--- config.mk ---
export PLATFORM = sky130hd
export DESIGN_NAME = acc_conv_ctrl
export DESIGN_NICKNAME = d
export VERILOG_FILES = /design/src/shared/acc_pkg.sv /design/src/verilog/acc_sar_clk_div.sv /design/src/verilog/acc_conv_ctrl.sv
export SDC_FILE = /design/constraint.sdc
export NUM_CORES = 1
export LEC_CHECK = 0
export BUFFER_PORTS_ARGS = -buffer_cell sky130_fd_sc_hd__buf_2
export CAP_MARGIN = 15
export CELL_PAD_IN_SITES_DETAIL_PLACEMENT = 0
export CELL_PAD_IN_SITES_GLOBAL_PLACEMENT = 1
export CORE_ASPECT_RATIO = 0.5
export CORE_MARGIN = 2
export CORE_UTILIZATION = 43
export CTS_CLUSTER_SIZE = 30
export DETAILED_ROUTE_END_ITERATION = 16
export GPL_TIMING_DRIVEN = 0
export PLACE_DENSITY = 0.95
export SLEW_MARGIN = 25
export SYNTH_ARGS = -nofsm -noshare
export SYNTH_HDL_FRONTEND = slang
export SYNTH_SLANG_ARGS = --single-unit
--- constraint.sdc ---
create_clock -name sys_clk -period 5.11 [get_ports sys_clk]
set_input_delay 0.2555 -clock sys_clk [delete_from_list [all_inputs] [get_ports sys_clk]]
set_output_delay 0.2555 -clock sys_clk [all_outputs]
set_load 0.01 [all_outputs]
--- src/shared/acc_pkg.sv ---
// constants and types shared by the converter control block
package acc_pkg;
	// control register location on the special-function bus
	localparam logic [7:0] ACC_CTRL_ADDR = 8'hE8;
	localparam logic [7:0] ACC_CTRL_RESET = 8'h00;
	// bit positions inside the control register
	localparam int ACC_BIT_ENABLE = 7;
	localparam int ACC_BIT_TRACK = 6;
	localparam int ACC_BIT_DONE = 5;
	localparam int ACC_BIT_BUSY = 4;
	localparam int ACC_BIT_WIN = 3;
	localparam int ACC_SEL_MSB = 2;
	// start source encodings
	localparam logic [2:0] ACC_SRC_SW = 3'h0;
	localparam logic [2:0] ACC_SRC_TMR0 = 3'h1;
	localparam logic [2:0] ACC_SRC_TMR2 = 3'h2;
	localparam logic [2:0] ACC_SRC_TMR3 = 3'h3;
	localparam logic [2:0] ACC_SRC_EDGE_A = 3'h4;
	localparam logic [2:0] ACC_SRC_EDGE_B = 3'h5;
	// timing in conversion-clock periods
	localparam logic [1:0] ACC_EXT_TRACK_CLKS = 2'h3;
	localparam logic [3:0] ACC_CONV_CLKS = 4'hB;
	localparam int ACC_DIV_W = 5;
	// sequencer states
	typedef enum logic [1:0] {ACC_IDLE, ACC_EXT_TRACK, ACC_CONVERT} acc_state_t;
endpackage

--- src/verilog/acc_sar_clk_div.sv ---
// conversion clock divider: one tick every divider+1 system clocks
`timescale 1ns/100ps
`default_nettype none
module acc_sar_clk_div
	import acc_pkg::*;
(
	input wire logic sys_clk,
	input wire logic rst,
	input wire logic restart,
	input wire logic run,
	input wire logic [ACC_DIV_W-1:0] divider,
	output logic tick
);
	logic [ACC_DIV_W-1:0] cntQ; // system clocks within one period

	// tick decoded from the count: a registered tick would add a cycle to the first period
	assign tick = run && cntQ == divider;

	// restart aligns the period to the start event, so the tracking extension is exact
	always_ff @(posedge sys_clk or posedge rst)
	begin
		if (rst)
			cntQ <= '0;
		else if (restart || !run)
			cntQ <= '0;
		else if (cntQ == divider)
			cntQ <= '0;
		else
			cntQ <= cntQ + 1'b1;
	end
endmodule
`default_nettype wire

--- src/verilog/acc_conv_ctrl.sv ---
// converter control register and start/track/convert sequencer
`timescale 1ns/100ps
`default_nettype none
module acc_conv_ctrl
	import acc_pkg::*;
(
	input wire logic sys_clk,
	input wire logic rst,
	input wire logic [7:0] sfrAddr,
	input wire logic sfrWrEn,
	input wire logic [7:0] sfrWrData,
	input wire logic sfrBitWrEn,
	input wire logic sfrBitVal,
	input wire logic sfrRdEn,
	output logic [7:0] sfrRdData,
	input wire logic [ACC_DIV_W-1:0] convClkDiv,
	input wire logic timer0Ovf,
	input wire logic timer2Ovf,
	input wire logic timer3Ovf,
	input wire logic startEdgeA,
	input wire logic startEdgeB,
	input wire logic windowMatch,
	output logic powerDown,
	output logic trackEn,
	output logic convertEn,
	output logic convDone
);
	// control register fields
	logic enQ;
	logic tmQ;
	logic doneQ;
	logic winQ;
	logic [2:0] selQ;
	acc_state_t stQ; // sequencer state
	acc_state_t stD;
	logic [3:0] tickCntQ; // conversion clocks within the current phase
	logic edgeAQ; // previous level of edge source a
	logic edgeBQ; // previous level of edge source b
	logic [7:0] wrMask; // bits written this cycle
	logic [7:0] wrVal; // values for those bits
	logic swStart;
	logic hwStart;
	logic startEv;
	logic sarTick;
	logic extLast;
	logic convLast;
	logic busy;

	assign busy = (stQ != ACC_IDLE);

	// merge byte writes and single-bit writes into one mask
	always_comb
	begin
		wrMask = 8'h00;
		wrVal = 8'h00;
		if (sfrWrEn && sfrAddr == ACC_CTRL_ADDR)
		begin
			wrMask = 8'hFF;
			wrVal = sfrWrData;
		end
		else if (sfrBitWrEn && sfrAddr[7:3] == ACC_CTRL_ADDR[7:3])
		begin
			// bit addresses 0xE8..0xEF map onto bits 0..7
			wrMask[sfrAddr[2:0]] = 1'b1;
			wrVal[sfrAddr[2:0]] = sfrBitVal;
		end
	end

	// start source decode; reserved codes never start
	always_comb
	begin
		case (selQ)
			ACC_SRC_TMR0: hwStart = timer0Ovf;
			ACC_SRC_TMR2: hwStart = timer2Ovf;
			ACC_SRC_TMR3: hwStart = timer3Ovf;
			ACC_SRC_EDGE_A: hwStart = startEdgeA && !edgeAQ;
			ACC_SRC_EDGE_B: hwStart = startEdgeB && !edgeBQ;
			default: hwStart = 1'b0;
		endcase
	end

	// a written 0 to busy does nothing; a 1 only counts in software mode
	assign swStart = wrMask[ACC_BIT_BUSY] && wrVal[ACC_BIT_BUSY] && selQ == ACC_SRC_SW;
	// starts while busy are dropped rather than queued
	assign startEv = enQ && !busy && (swStart || hwStart);
	assign extLast = sarTick && tickCntQ == {2'b00, ACC_EXT_TRACK_CLKS} - 4'h1;
	assign convLast = sarTick && tickCntQ == ACC_CONV_CLKS - 4'h1;

	// edge source history
	always_ff @(posedge sys_clk or posedge rst)
	begin
		if (rst)
		begin
			edgeAQ <= 1'b0;
			edgeBQ <= 1'b0;
		end
		else
		begin
			edgeAQ <= startEdgeA;
			edgeBQ <= startEdgeB;
		end
	end

	// next sequencer state
	always_comb
	begin
		stD = stQ;
		case (stQ)
			ACC_IDLE:
			begin
				if (startEv)
					stD = tmQ ? ACC_EXT_TRACK : ACC_CONVERT;
			end
			ACC_EXT_TRACK:
			begin
				if (extLast)
					stD = ACC_CONVERT;
			end
			ACC_CONVERT:
			begin
				if (convLast)
					stD = ACC_IDLE;
			end
			default: stD = ACC_IDLE;
		endcase
		// dropping enable abandons any sequence in flight
		if (!enQ)
			stD = ACC_IDLE;
	end

	// sequencer and phase counter
	always_ff @(posedge sys_clk or posedge rst)
	begin
		if (rst)
		begin
			stQ <= ACC_IDLE;
			tickCntQ <= 4'h0;
		end
		else
		begin
			stQ <= stD;
			if (stD != stQ)
				tickCntQ <= 4'h0;
			else if (sarTick)
				tickCntQ <= tickCntQ + 4'h1;
		end
	end

	// conversion clock restarts at each start so the periods are whole
	acc_sar_clk_div uDiv (
		.sys_clk(sys_clk),
		.rst(rst),
		.restart(startEv),
		.run(enQ && busy),
		.divider(convClkDiv),
		.tick(sarTick)
	);

	// software fields: enable, track mode and start source
	always_ff @(posedge sys_clk or posedge rst)
	begin
		if (rst)
		begin
			enQ <= ACC_CTRL_RESET[ACC_BIT_ENABLE];
			tmQ <= ACC_CTRL_RESET[ACC_BIT_TRACK];
			selQ <= ACC_CTRL_RESET[ACC_SEL_MSB:0];
		end
		else
		begin
			if (wrMask[ACC_BIT_ENABLE])
				enQ <= wrVal[ACC_BIT_ENABLE];
			if (wrMask[ACC_BIT_TRACK])
				tmQ <= wrVal[ACC_BIT_TRACK];
			if (wrMask[ACC_SEL_MSB])
				selQ[2] <= wrVal[ACC_SEL_MSB];
			if (wrMask[1])
				selQ[1] <= wrVal[1];
			if (wrMask[0])
				selQ[0] <= wrVal[0];
		end
	end

	// sticky flags: a hardware set beats a same-cycle software clear
	always_ff @(posedge sys_clk or posedge rst)
	begin
		if (rst)
		begin
			doneQ <= 1'b0;
			winQ <= 1'b0;
		end
		else
		begin
			if (stQ == ACC_CONVERT && convLast)
				doneQ <= 1'b1;
			else if (wrMask[ACC_BIT_DONE])
				doneQ <= wrVal[ACC_BIT_DONE];
			if (windowMatch)
				winQ <= 1'b1;
			else if (wrMask[ACC_BIT_WIN])
				winQ <= wrVal[ACC_BIT_WIN];
		end
	end

	// analogue controls and done pulse, registered; track and convert from the next state
	always_ff @(posedge sys_clk or posedge rst)
	begin
		if (rst)
		begin
			powerDown <= 1'b1;
			trackEn <= 1'b0;
			convertEn <= 1'b0;
			convDone <= 1'b0;
		end
		else
		begin
			powerDown <= !(enQ && !(wrMask[ACC_BIT_ENABLE] && !wrVal[ACC_BIT_ENABLE]));
			// tracking covers idle while enabled and the extension, never the conversion itself
			trackEn <= enQ && stD != ACC_CONVERT;
			convertEn <= stD == ACC_CONVERT;
			convDone <= stQ == ACC_CONVERT && convLast && enQ;
		end
	end

	// read data: sampled on the read strobe, zero for any other address
	always_ff @(posedge sys_clk or posedge rst)
	begin
		if (rst)
			sfrRdData <= 8'h00;
		else if (sfrRdEn && sfrAddr == ACC_CTRL_ADDR)
			sfrRdData <= {enQ, tmQ, doneQ, busy, winQ, selQ};
		else if (sfrRdEn)
			sfrRdData <= 8'h00;
	end

	// helper: conversion clocks seen during the extension
	logic [1:0] extSeenQ;
	always_ff @(posedge sys_clk or posedge rst)
	begin
		if (rst)
			extSeenQ <= 2'h0;
		else if (stQ != ACC_EXT_TRACK)
			extSeenQ <= 2'h0;
		else if (sarTick)
			extSeenQ <= extSeenQ + 2'h1;
	end
endmodule
`default_nettype wire

### Word-level counts from Yosys, hierarchy flattened

Cells that the tools add are included.

* add/subtract/negate cells: 2
* $lt $le $gt $ge: 2
* equality and inequality tests: 15
* muxes and demuxes: 23
* bitwise gates (word level): 1
* reduce and logical (&&, ||, !) cells: 35

Operators by type and width (count)
* $mux 8: 6
* $logic_and 1x1->1: 19
* $mux 2: 5
* $mux 5: 2
* $reduce_bool 2->1: 5
* $and 8x8->8: 1
* $eq 8x8->1 const B: 1
* $mux 4: 2
* $logic_not 1->1: 7
* $eq 3x2->1 const B: 2
* $eq 3x3->1 const B: 2
* $pmux 2 s3: 1
* $add 5x1->5 const B: 1
* $eq 5x5->1: 1
* $eq 5x5->1 const B: 1
* $mux 1: 5
* $pmux 1 s5: 1
* $add 4x1->4 const B: 1
* $eq 2x2->1 const B: 2
* $eq 4x2->1 const B: 1
* $eq 4x4->1 const B: 1
* $lt 3x4->1 const B: 1
* $demux 1 s3: 1
* $eq 3x1->1 const B: 1
* 7 further kinds: 8

* flip-flop bits (word level): 32
* bits of input ports: 33
* word-level logic and storage cells: 95

### Logic depth before layout (Yosys ltp)

Gate-level depths: netlist (run 1).

* word-level depth: 16
* mapped depth: 7

### Modules after synthesis

Synthesis (run 1) repeated with hierarchy kept, for this count alone.

* cells, all modules: 182
* area, all modules: 1769.2 um^2

Modules (own cells, without submodules)
* acc_conv_ctrl: instances 1, cells each 155, area an instance 1480.2 um^2, sequential area each 676.9 um^2
* acc_sar_clk_div: instances 1, cells each 27, area an instance 289.0 um^2, sequential area each 125.1 um^2

### Worst setup path after synthesis (run 1)

OpenSTA, ideal clock, no wires.

* path kind: register -> register
* from: reg stQ[0]
* to: reg tickCntQ[1]
* setup time: 133 ps
* data arrival time: 1596 ps
* path slack: 3381 ps
* stages on the path, launching flop included: 8
* path buffers: 1
* clock period less this slack: 1729 ps
* path through: dfrtp_1 > buf_6 > or3b_1 > a2111oi_2 > a21oi_1 > nor2_2 > o311a_4 > a211oi_2

* longest elaborated chain between the ends: 9
* elaborated cells between the ends (all ways): 19
* classes of those cells: eq/ne (3); mux (6); reduce/logical (10)

Ends and longest elaborated chain
* start: declaration: RTL line acc_conv_ctrl.sv:34 `acc_state_t stQ;`
* start signal: assignment: RTL line acc_conv_ctrl.sv:141 `stQ <= stD;`
* $reduce_bool 2->1: RTL line acc_conv_ctrl.sv:49 `assign busy = (stQ != ACC_IDLE);`
* $logic_and 1x1->1 / $logic_not 1->1 (equally long branches): RTL line acc_conv_ctrl.sv:154, acc_conv_ctrl.sv:85
* $logic_and 1x1->1, on equally long branches: RTL line acc_sar_clk_div.sv:17, acc_conv_ctrl.sv:85
* $logic_and 1x1->1, on equally long branches: RTL line acc_conv_ctrl.sv:87, acc_conv_ctrl.sv:85, acc_conv_ctrl.sv:86
* $mux 2, on equally long branches: RTL line acc_conv_ctrl.sv:121, acc_conv_ctrl.sv:111, acc_conv_ctrl.sv:116
* $pmux 2 s3: RTL line acc_conv_ctrl.sv:108 `case (stQ)`
* $mux 2: RTL line acc_conv_ctrl.sv:127 `if (!enQ)`
* $ne 2x2->1: RTL line acc_conv_ctrl.sv:142 `if (stD != stQ)`
* $mux 4 / $reduce_bool 2->1 (equally long branches)
* end signal: assignment: RTL line acc_conv_ctrl.sv:145 `tickCntQ <= tickCntQ + 4'h1;`
* end: declaration: RTL line acc_conv_ctrl.sv:36 `logic [3:0] tickCntQ;`

Several ways; a longest one is shown, not always the timed one.
A chain may end at the register's enable or synchronous reset.

### Final worst setup path (run 1)

* from: reg stQ[0]
* to: reg trackEn

* longest elaborated chain between the ends: 9
* elaborated cells between the ends (all ways): 18
* classes of those cells: eq/ne (3); mux (5); reduce/logical (10)

Ends and longest elaborated chain
* $reduce_bool 2->1: RTL line acc_conv_ctrl.sv:49
* $logic_and 1x1->1 / $logic_not 1->1 (equally long branches): RTL line acc_conv_ctrl.sv:154, acc_conv_ctrl.sv:85
* $logic_and 1x1->1, on equally long branches: RTL line acc_sar_clk_div.sv:17, acc_conv_ctrl.sv:85
* $logic_and 1x1->1, on equally long branches: RTL line acc_conv_ctrl.sv:87, acc_conv_ctrl.sv:85, acc_conv_ctrl.sv:86
* $mux 2, on equally long branches: RTL line acc_conv_ctrl.sv:121, acc_conv_ctrl.sv:111, acc_conv_ctrl.sv:116
* $pmux 2 s3 (*): RTL line acc_conv_ctrl.sv:108
* $mux 2 (*): RTL line acc_conv_ctrl.sv:127
* net stD[1]: RTL line acc_conv_ctrl.sv:35 `acc_state_t stD;`
* $ne 2x2->1 (*): RTL line acc_conv_ctrl.sv:218 `trackEn <= enQ && stD != ACC_CONVERT;`
* $logic_and 1x1->1 (*): RTL line acc_conv_ctrl.sv:218
* end signal: assignment: RTL line acc_conv_ctrl.sv:210 `trackEn <= 1'b0;`
* end signal: assignment: RTL line acc_conv_ctrl.sv:218
* end: declaration: RTL line acc_conv_ctrl.sv:24 `output logic trackEn,`

The timed path passes the listed nets; every way through them passes the cells marked *.

==> key figures, run 1 <==
STA
  • Setup TNS: 0 ns
  • Min cycle time layout: slightly below 2 ns
  • Clk_skew: 0.00436 ns
  • Final period util: 38.9%
  • Final Hold Vio Count: 0
  • RSZ-0062 raised after global routing: false
  • Final setup vio count: 0
  • Worst-margin pin slew: between 0.6 and 0.7 ns
  • Highest Clock Rate: just over 500 MHz
  • Slew HR: a little under three fifths
  • Slew Limit Fails: 0

Setup path
  • CP Launch Type: flip-flop
  • Data required time of the worst path: about 5.3 ns
  • WS Path Type: reg2reg
  • Crit path capture type: flip-flop
  • Maximum fanout along the worst path: 10
  • Critical path arrival: approximately 2.2 ns

Clocking
  • Num Clock Sinks: 32
  • CTS tree: done
  • CTS Buffer Depth: 2
  • Clock root cell: clkbuf_8
  • H-tree levels: 2
  • CTS hold repair buffers: 0
  • Post-CTS setup buffers: 0
  • CTS resizes: 0
  • Clock Latency Late Sink: around 0.28 ns
  • CTS Buf Count: 5
  • Clock slew at the register clock pins of the worst setup and hold paths: 0.07 ns

Pwr
  • Power share of the sequential group: a little over half
  • Combinational share of power: 12.5%
  • PwrDens: about 250 nW/um^2
  • Design Power: about 0.00053 W
  • Leakage: 0.964 nW
  • Cell-internal power: around 0.00039 W
  • Clock power share: 35.2%
  • Maximum vdd drop: 0.0000967 V
  • Sw Ratio: ~26%
  • Switch Pwr: 0.000137 W

Synth
  • Most numerous cell in the Yosys netlist: dfrtp_1
  • Netlist cell types: between 40 and 50
  • Async set-reset flop share out of synthesis: 100%
  • Register area share after synthesis: a little under half
  • Syn. warnings: 0
  • Mapped cell area: about 1700 um^2
  • Area contributors post-synth: dfrtp_1 45%, nor2_1 4.1%, xnor2_1 3.5%
  • Syn avg cell area: ~10 um^2
  • Post-synth top area share: approximately 45%
  • Post-synth EDFFs: 0
  • Post-Synthesis Cells: 174
  • Commonest cells post-synth: 31 x dfrtp_1, 19 x nor2_1, 16 x nand2_1, 15 x inv_1, 8 x o22ai_1
  • Syn nets: 210
  • Top_reg_cell synth: dfrtp_1
  • Flops & latches, synth: 32
  • Leading area contributor after synthesis: dfrtp_1

Global route
  • Antenna violations before repair: 0
  • Largest net degree at the start of global routing: 33
  • Overflow after GRT: 0
  • GR Util All Layers: between 15 and 20%
  • First-pass GRT wire length: 6410 um
  • Vias in the first global route: between 1000 and 1500

Detailed routing
  • DR vias/cell: 5.01
  • 1st-iter DRT viols: 52
  • Drt pass-1 iters: 4
  • Post-route ant nets: 0
  • Final WL: between 3000 and 4000 um
  • Post-route DRC violation count: 0
  • Vias: 1392
  • Avg WL per Cell: between 10 and 15 um

Floorplan
  • Core region area: 3880 um^2
  • Die Ht: 48.9 um
  • Die Wd: ~94 um
  • IO Pins: 45
  • DIE AREA: 4580 um^2
  • Initial Util: between 40% and 50%
  • # rows: 16

Job
  • Max-cap violation count: 0

Finish
  • # nets final: 259
  • Area growth, synth to finish: 20.7%
  • Util after Layout: a little over half
  • Share of layout cells above drive strength 1: 29.9%
  • N_diodes: 0

Placed design
  • Post-DP HPWL: about 2700 um
  • # port buffers: 42
  • GP Congestion: roughly 0.74

Status
  • Outcome: completed

Worst hold path
  • Min-Delay Path Class: in2async
area by class of cell:
class,instances,area (um^2)
Fill cell,362,1790
Timing Repair Buffer,42,210
Inverter,15,56.3
Tap cell,54,67.6
Clock inverter,1,5.00
Multi-Input combinational cell,122,843
Buffer,5,31.3
Clock buffer,7,76.3
Sequential cell,32,802
state kept, by name, indices dropped and copies added (netlist names):
signal,cells
sfrRdData,8
uDiv.cntQ,5
tickCntQ,4
selQ,3
stQ,2
convDone,1
convertEn,1
doneQ,1
edgeAQ,1
edgeBQ,1
enQ,1
powerDown,1
tmQ,1
trackEn,1
winQ,1
stage by stage:
step                std cells  worst slack, ns  hold slack (ns)  area [um^2]
finish                    278             3.12           0.0583         2090
global route              278             3.04           0.0876         2090
CTS                       278             3.14           0.0892         2090
global placement          270             3.21            0.380         2010
detailed placement        270             3.15            0.382         2010
floorplan                 174             3.38            0.287         1730
power by group through the flow:
| stage | Combinational (W) | Clock [W] | Sequential, W |
|---|---|---|---|
| floorplan | 0.0000407 | 0 | 0.000278 |
| global placement | 0.0000644 | 0 | 0.000279 |
| detailed placement | 0.0000667 | 0 | 0.000280 |
| CTS | 0.0000670 | 0.000191 | 0.000275 |
| global route | 0.0000744 | 0.000203 | 0.000277 |
| finish | 0.0000660 | 0.000185 | 0.000275 |
path summary, 6_finish.rpt:
kind,slack [ns],from,cells after the start,to
max,3.12,stQ[0],7,trackEn
min,0.06,rst,2,tickCntQ[2]
max reg2reg,3.12,stQ[0],7,trackEn
min reg2reg,0.52,sfrRdData[6],2,sfrRdData[6]
max in group asynchronous,4.62,rst,2,selQ[2]
min in group sys_clk,0.10,startEdgeA,1,edgeAQ
metal layers:
layer	up-vias	share of wire [%]	GRT usage [%]	routed length, um
met1	656	45	22.5	1610
met3	5	3.5	3.86	123
met4	0	1.2	5.07	43
met2	22	50	30.1	1780
met5	-	0	0	0
li1	709	-	-	-
kinds of logic (layout without fill, tap and decap cells):
group                    count (synthesis)  in the layout  synth area share, %
XOR/XNOR                                11             11                 5.56
adder cells (fa/ha/maj)                  3              3                 2.17
AO/OA/AOI/OAI                           32             32                 15.4
buffers and inverters                   20             70                 5.05
multiplexers                             4              4                 2.31
flip-flops                              32             32                 46.3
AND/OR/NAND/NOR                         72             72                 23.2
cell usage in the layout (no fill, tap or decap), types with 3 or more instances in the layout:
cell / count
clkbuf_8: 5
a21oi_1: 7
nand2_1: 16
nand4_1: 3
nor2_1: 19
clkbuf_1: 4
nand3_1: 7
o22ai_1: 8
ha_1: 3
xor2_1: 4
xnor2_1: 7
buf_2: 43
or2_1: 3
dfrtp_1: 31
nor3_1: 3
nand3b_1: 5
mux2i_1: 4
inv_1: 14
o21ai_0: 4
worst max-delay path: stages (launching register included):
cell       delay [ns]
dfrtp_1          0.38
buf_6            0.14
or3b_1           0.41
a2111oi_2        0.31
a21oi_1          0.11
nor3_1           0.32
or2_1            0.17
nor2_1           0.04
No activity file was read; power rests on OpenSTA's default activity.
==> run 2, diff against run 1 <==
ABC_AREA = 1   (was not set)
CORE_UTILIZATION = 34   (was 43)
PLACE_DENSITY = 0.85   (was 0.95)
clock period = 1.7 ns   (was 5.11 ns; I/O delays follow)
==> key figures, run 2 <==
Floorplan
  • DIE AREA: 5730 um^2
  • # rows: 18
  • Die Wd: roughly 110 um
  • Initial Util: a little over a third
  • IO Pins: 45
  • Die Ht: around 55 um
  • Core region area: 4930 um^2

Finish
  • Max FFs per register: 8
  • Most common cell after layout, fill and taps aside: buf_2
  • Final cell count without fillers: about 350
  • Top Registers: sfrRdData (8), uDiv.cntQ (5), tickCntQ (4)
  • Fillcell total: around 480
  • N_diodes: 0
  • Top reg by flops: sfrRdData
  • Most frequent cells in the layout: 44 x buf_2, 40 x nand2_1, 37 x inv_1
  • Share of layout cells above drive strength 1: a little under a third
  • Design Area, Final: roughly 2200 um^2
  • Area growth, synth to finish: 28.7%
  • # nets final: a little over 300

Synth
  • Commonest cells post-synth: 41 x nand2_1, 38 x inv_1, 31 x dfrtp_1, 26 x nor2_1, 20 x nand3_1
  • Syn. warnings: 0
  • Syn nets: approximately 250
  • Post-synth EDFFs: 0
  • Post-Synthesis Cells: 216
  • Mapped cell area: 1740 um^2
  • Leading area contributor after synthesis: dfrtp_1
  • Flops & latches, synth: 32
  • Async set-reset flop share out of synthesis: 100%
  • Top_reg_cell synth: dfrtp_1
  • Register area share after synthesis: between 40% and 50%
  • Most numerous cell in the Yosys netlist: nand2_1
  • Area contributors post-synth: dfrtp_1 45%, nand2_1 8.9%, inv_1 8.2%
  • Post-synth top area share: about 45%
  • Syn avg cell area: about 8 um^2
  • Netlist cell types: 27

Clocking
  • CTS Buffer Depth: 2
  • Clock root cell: clkbuf_8
  • H-tree levels: 2
  • Num Clock Sinks: 32
  • Clock slew at the register clock pins of the worst setup and hold paths: roughly 0.06 ns
  • Clock Latency Late Sink: between 0.2 and 0.3 ns
  • CTS tree: done
  • CTS Buf Count: 5

Global route
  • Overflow after GRT: 0
  • Vias in the first global route: approximately 1400
  • GR Util All Layers: 14.2%
  • First-pass GRT wire length: between 6000 and 7000 um
  • Largest net degree at the start of global routing: 33
  • Antenna violations before repair: 0

Detailed routing
  • Drt pass-1 iters: 4
  • Final WL: ~3800 um
  • Avg WL per Cell: around 11 um
  • DR vias/cell: between 4 and 5
  • Post-route DRC violation count: 0
  • Vias: between 1500 and 2000
  • 1st-iter DRT viols: between 40 and 50
  • Post-route ant nets: 0

Placed design
  • GP Congestion: 0.825
  • # port buffers: 44
  • Post-DP HPWL: 2810 um
  • Placed insts: 330
  • Cell Area, Placed: ~2000 um^2

Setup path
  • Flop2flop setup slack: between 0.03 and 0.04 ns
  • WS Path Type: reg2reg
  • CP Launch Type: flip-flop
  • R2r endpoint: tickCntQ[1]
  • Crit path capture type: flip-flop
  • Data required time of the worst path: roughly 1.9 ns
  • Reg2reg start: uDiv.cntQ[0]
  • Critical path arrival: 1.83 ns
  • Worst R2R Path Depth: 12
  • Maximum fanout along the worst path: 4

Worst hold path
  • Hold path depth: 3
  • Hold_sp: windowMatch
  • WHS Endpoint: winQ
  • Min-Delay Path Class: in2reg

STA
  • Slew Limit Fails: 0
  • Slew HR: between 50% and 60%
  • Final Hold Vio Count: 0
  • Highest Clock Rate: 602 MHz
  • Final period util: 97.7%
  • Final setup vio count: 0
  • RSZ-0062 raised after global routing: true
  • Min cycle time layout: about 1.7 ns
  • Worst-margin pin slew: ~0.67 ns
  • Clk_skew: approximately 0.0036 ns

Pwr
  • Maximum vdd drop: a little over 0.0003 V
  • PwrDens: between 700 and 800 nW/um^2
  • Design Power: approximately 0.0016 W
  • Leakage: ~1.1 nW

Job
  • Max-cap violation count: 0

Status
  • Outcome: completed
run 2: per-layer routing:
layer / track usage (%) / up-vias / wire length, um
li1: - / 796 / -
met1: 17.6 / 701 / 1870
met2: 24.5 / 28 / 1760
met3: 4.64 / 2 / 171
met4: 4.00 / 0 / 12
met5: 0 / - / 0
run 2: kinds of logic (layout without fill, tap and decap cells):
group                      after synthesis  count (layout)  synth area share, %
DFF                                     32              32                 46.2
AOI/OAI and AO/OA                       23              23                 8.86
buffers and inverters                   43             103                 9.29
xor gates and xnor gates                 9               9                 4.54
and+or+nand+nor                        106             106                 29.0
adders and majority gates                3               3                 2.16
run 2: worst max-delay path, stage by stage (launching register included):
cell and delay (ns):
dfrtp_1 0.42, xnor2_1 0.19, nand3_2 0.13, nor2_4 0.16, nand3_1 0.12, nand2_1 0.08
nand2_1 0.04, inv_1 0.06, nand2_2 0.07, nand2_2 0.08, nand2_2 0.06, nand3_4 0.10
nor2_1 0.04
run 2: final cells by class:
class / instances / area (um^2) / share of cell area (%)
plain buffers: 1 / 3.75 / 0.168
repair buffers: 52 / 288 / 12.9
clock buffers: 8 / 90.1 / 4.03
inverters: 42 / 160 / 7.16
well taps: 70 / 87.6 / 3.92
flip-flops and latches: 32 / 803 / 35.9
multi-input cells: 141 / 803 / 35.9
run 2: report_power, final:
part	internal, W	leakage [nW]	total, W	switching [W]
clock network	0.000330	0.0455	0.000605	0.000275
registers	0.000782	0.422	0.000798	0.0000167
logic	0.0000712	0.652	0.000171	0.0000993
total	0.00118	1.12	0.00157	0.000391
run 2: how the worst max path moves through the flow:
stage,startpoint,end,cells past startpoint
after floorplan,tickCntQ[0],tickCntQ[1],15
after global placement,uDiv.cntQ[3],tickCntQ[3],14
after detailed placement,uDiv.cntQ[0],tickCntQ[0],12
after CTS,tickCntQ[0],tickCntQ[0],14
after global routing,tickCntQ[0],tickCntQ[1],15
final,uDiv.cntQ[0],tickCntQ[1],12
run 2: what timing repair did:
item,4_1_cts,5_1_grt
setup endpoints to repair,4,4
setup buffers,0,5
hold buffers,3,0
pin swaps,0,2
resized for setup,1,8
endpoints found under the hold margin,33,0
run 2: metrics by stage:
stage / hold WS (ns) / setup TNS [ns] / util, % / worst slack (ns)
finish: 0.0236 / 0 / 45.3 / 0.0391
detailed placement: 0.213 / -0.0678 / 41.5 / -0.0207
CTS: 0.0185 / 0 / 43.9 / 0.0141
floorplan: 0.116 / 0 / - / 0.235
global placement: 0.207 / 0 / 41.5 / 0.0592
global route: 0.0120 / -0.407 / 45.3 / -0.100
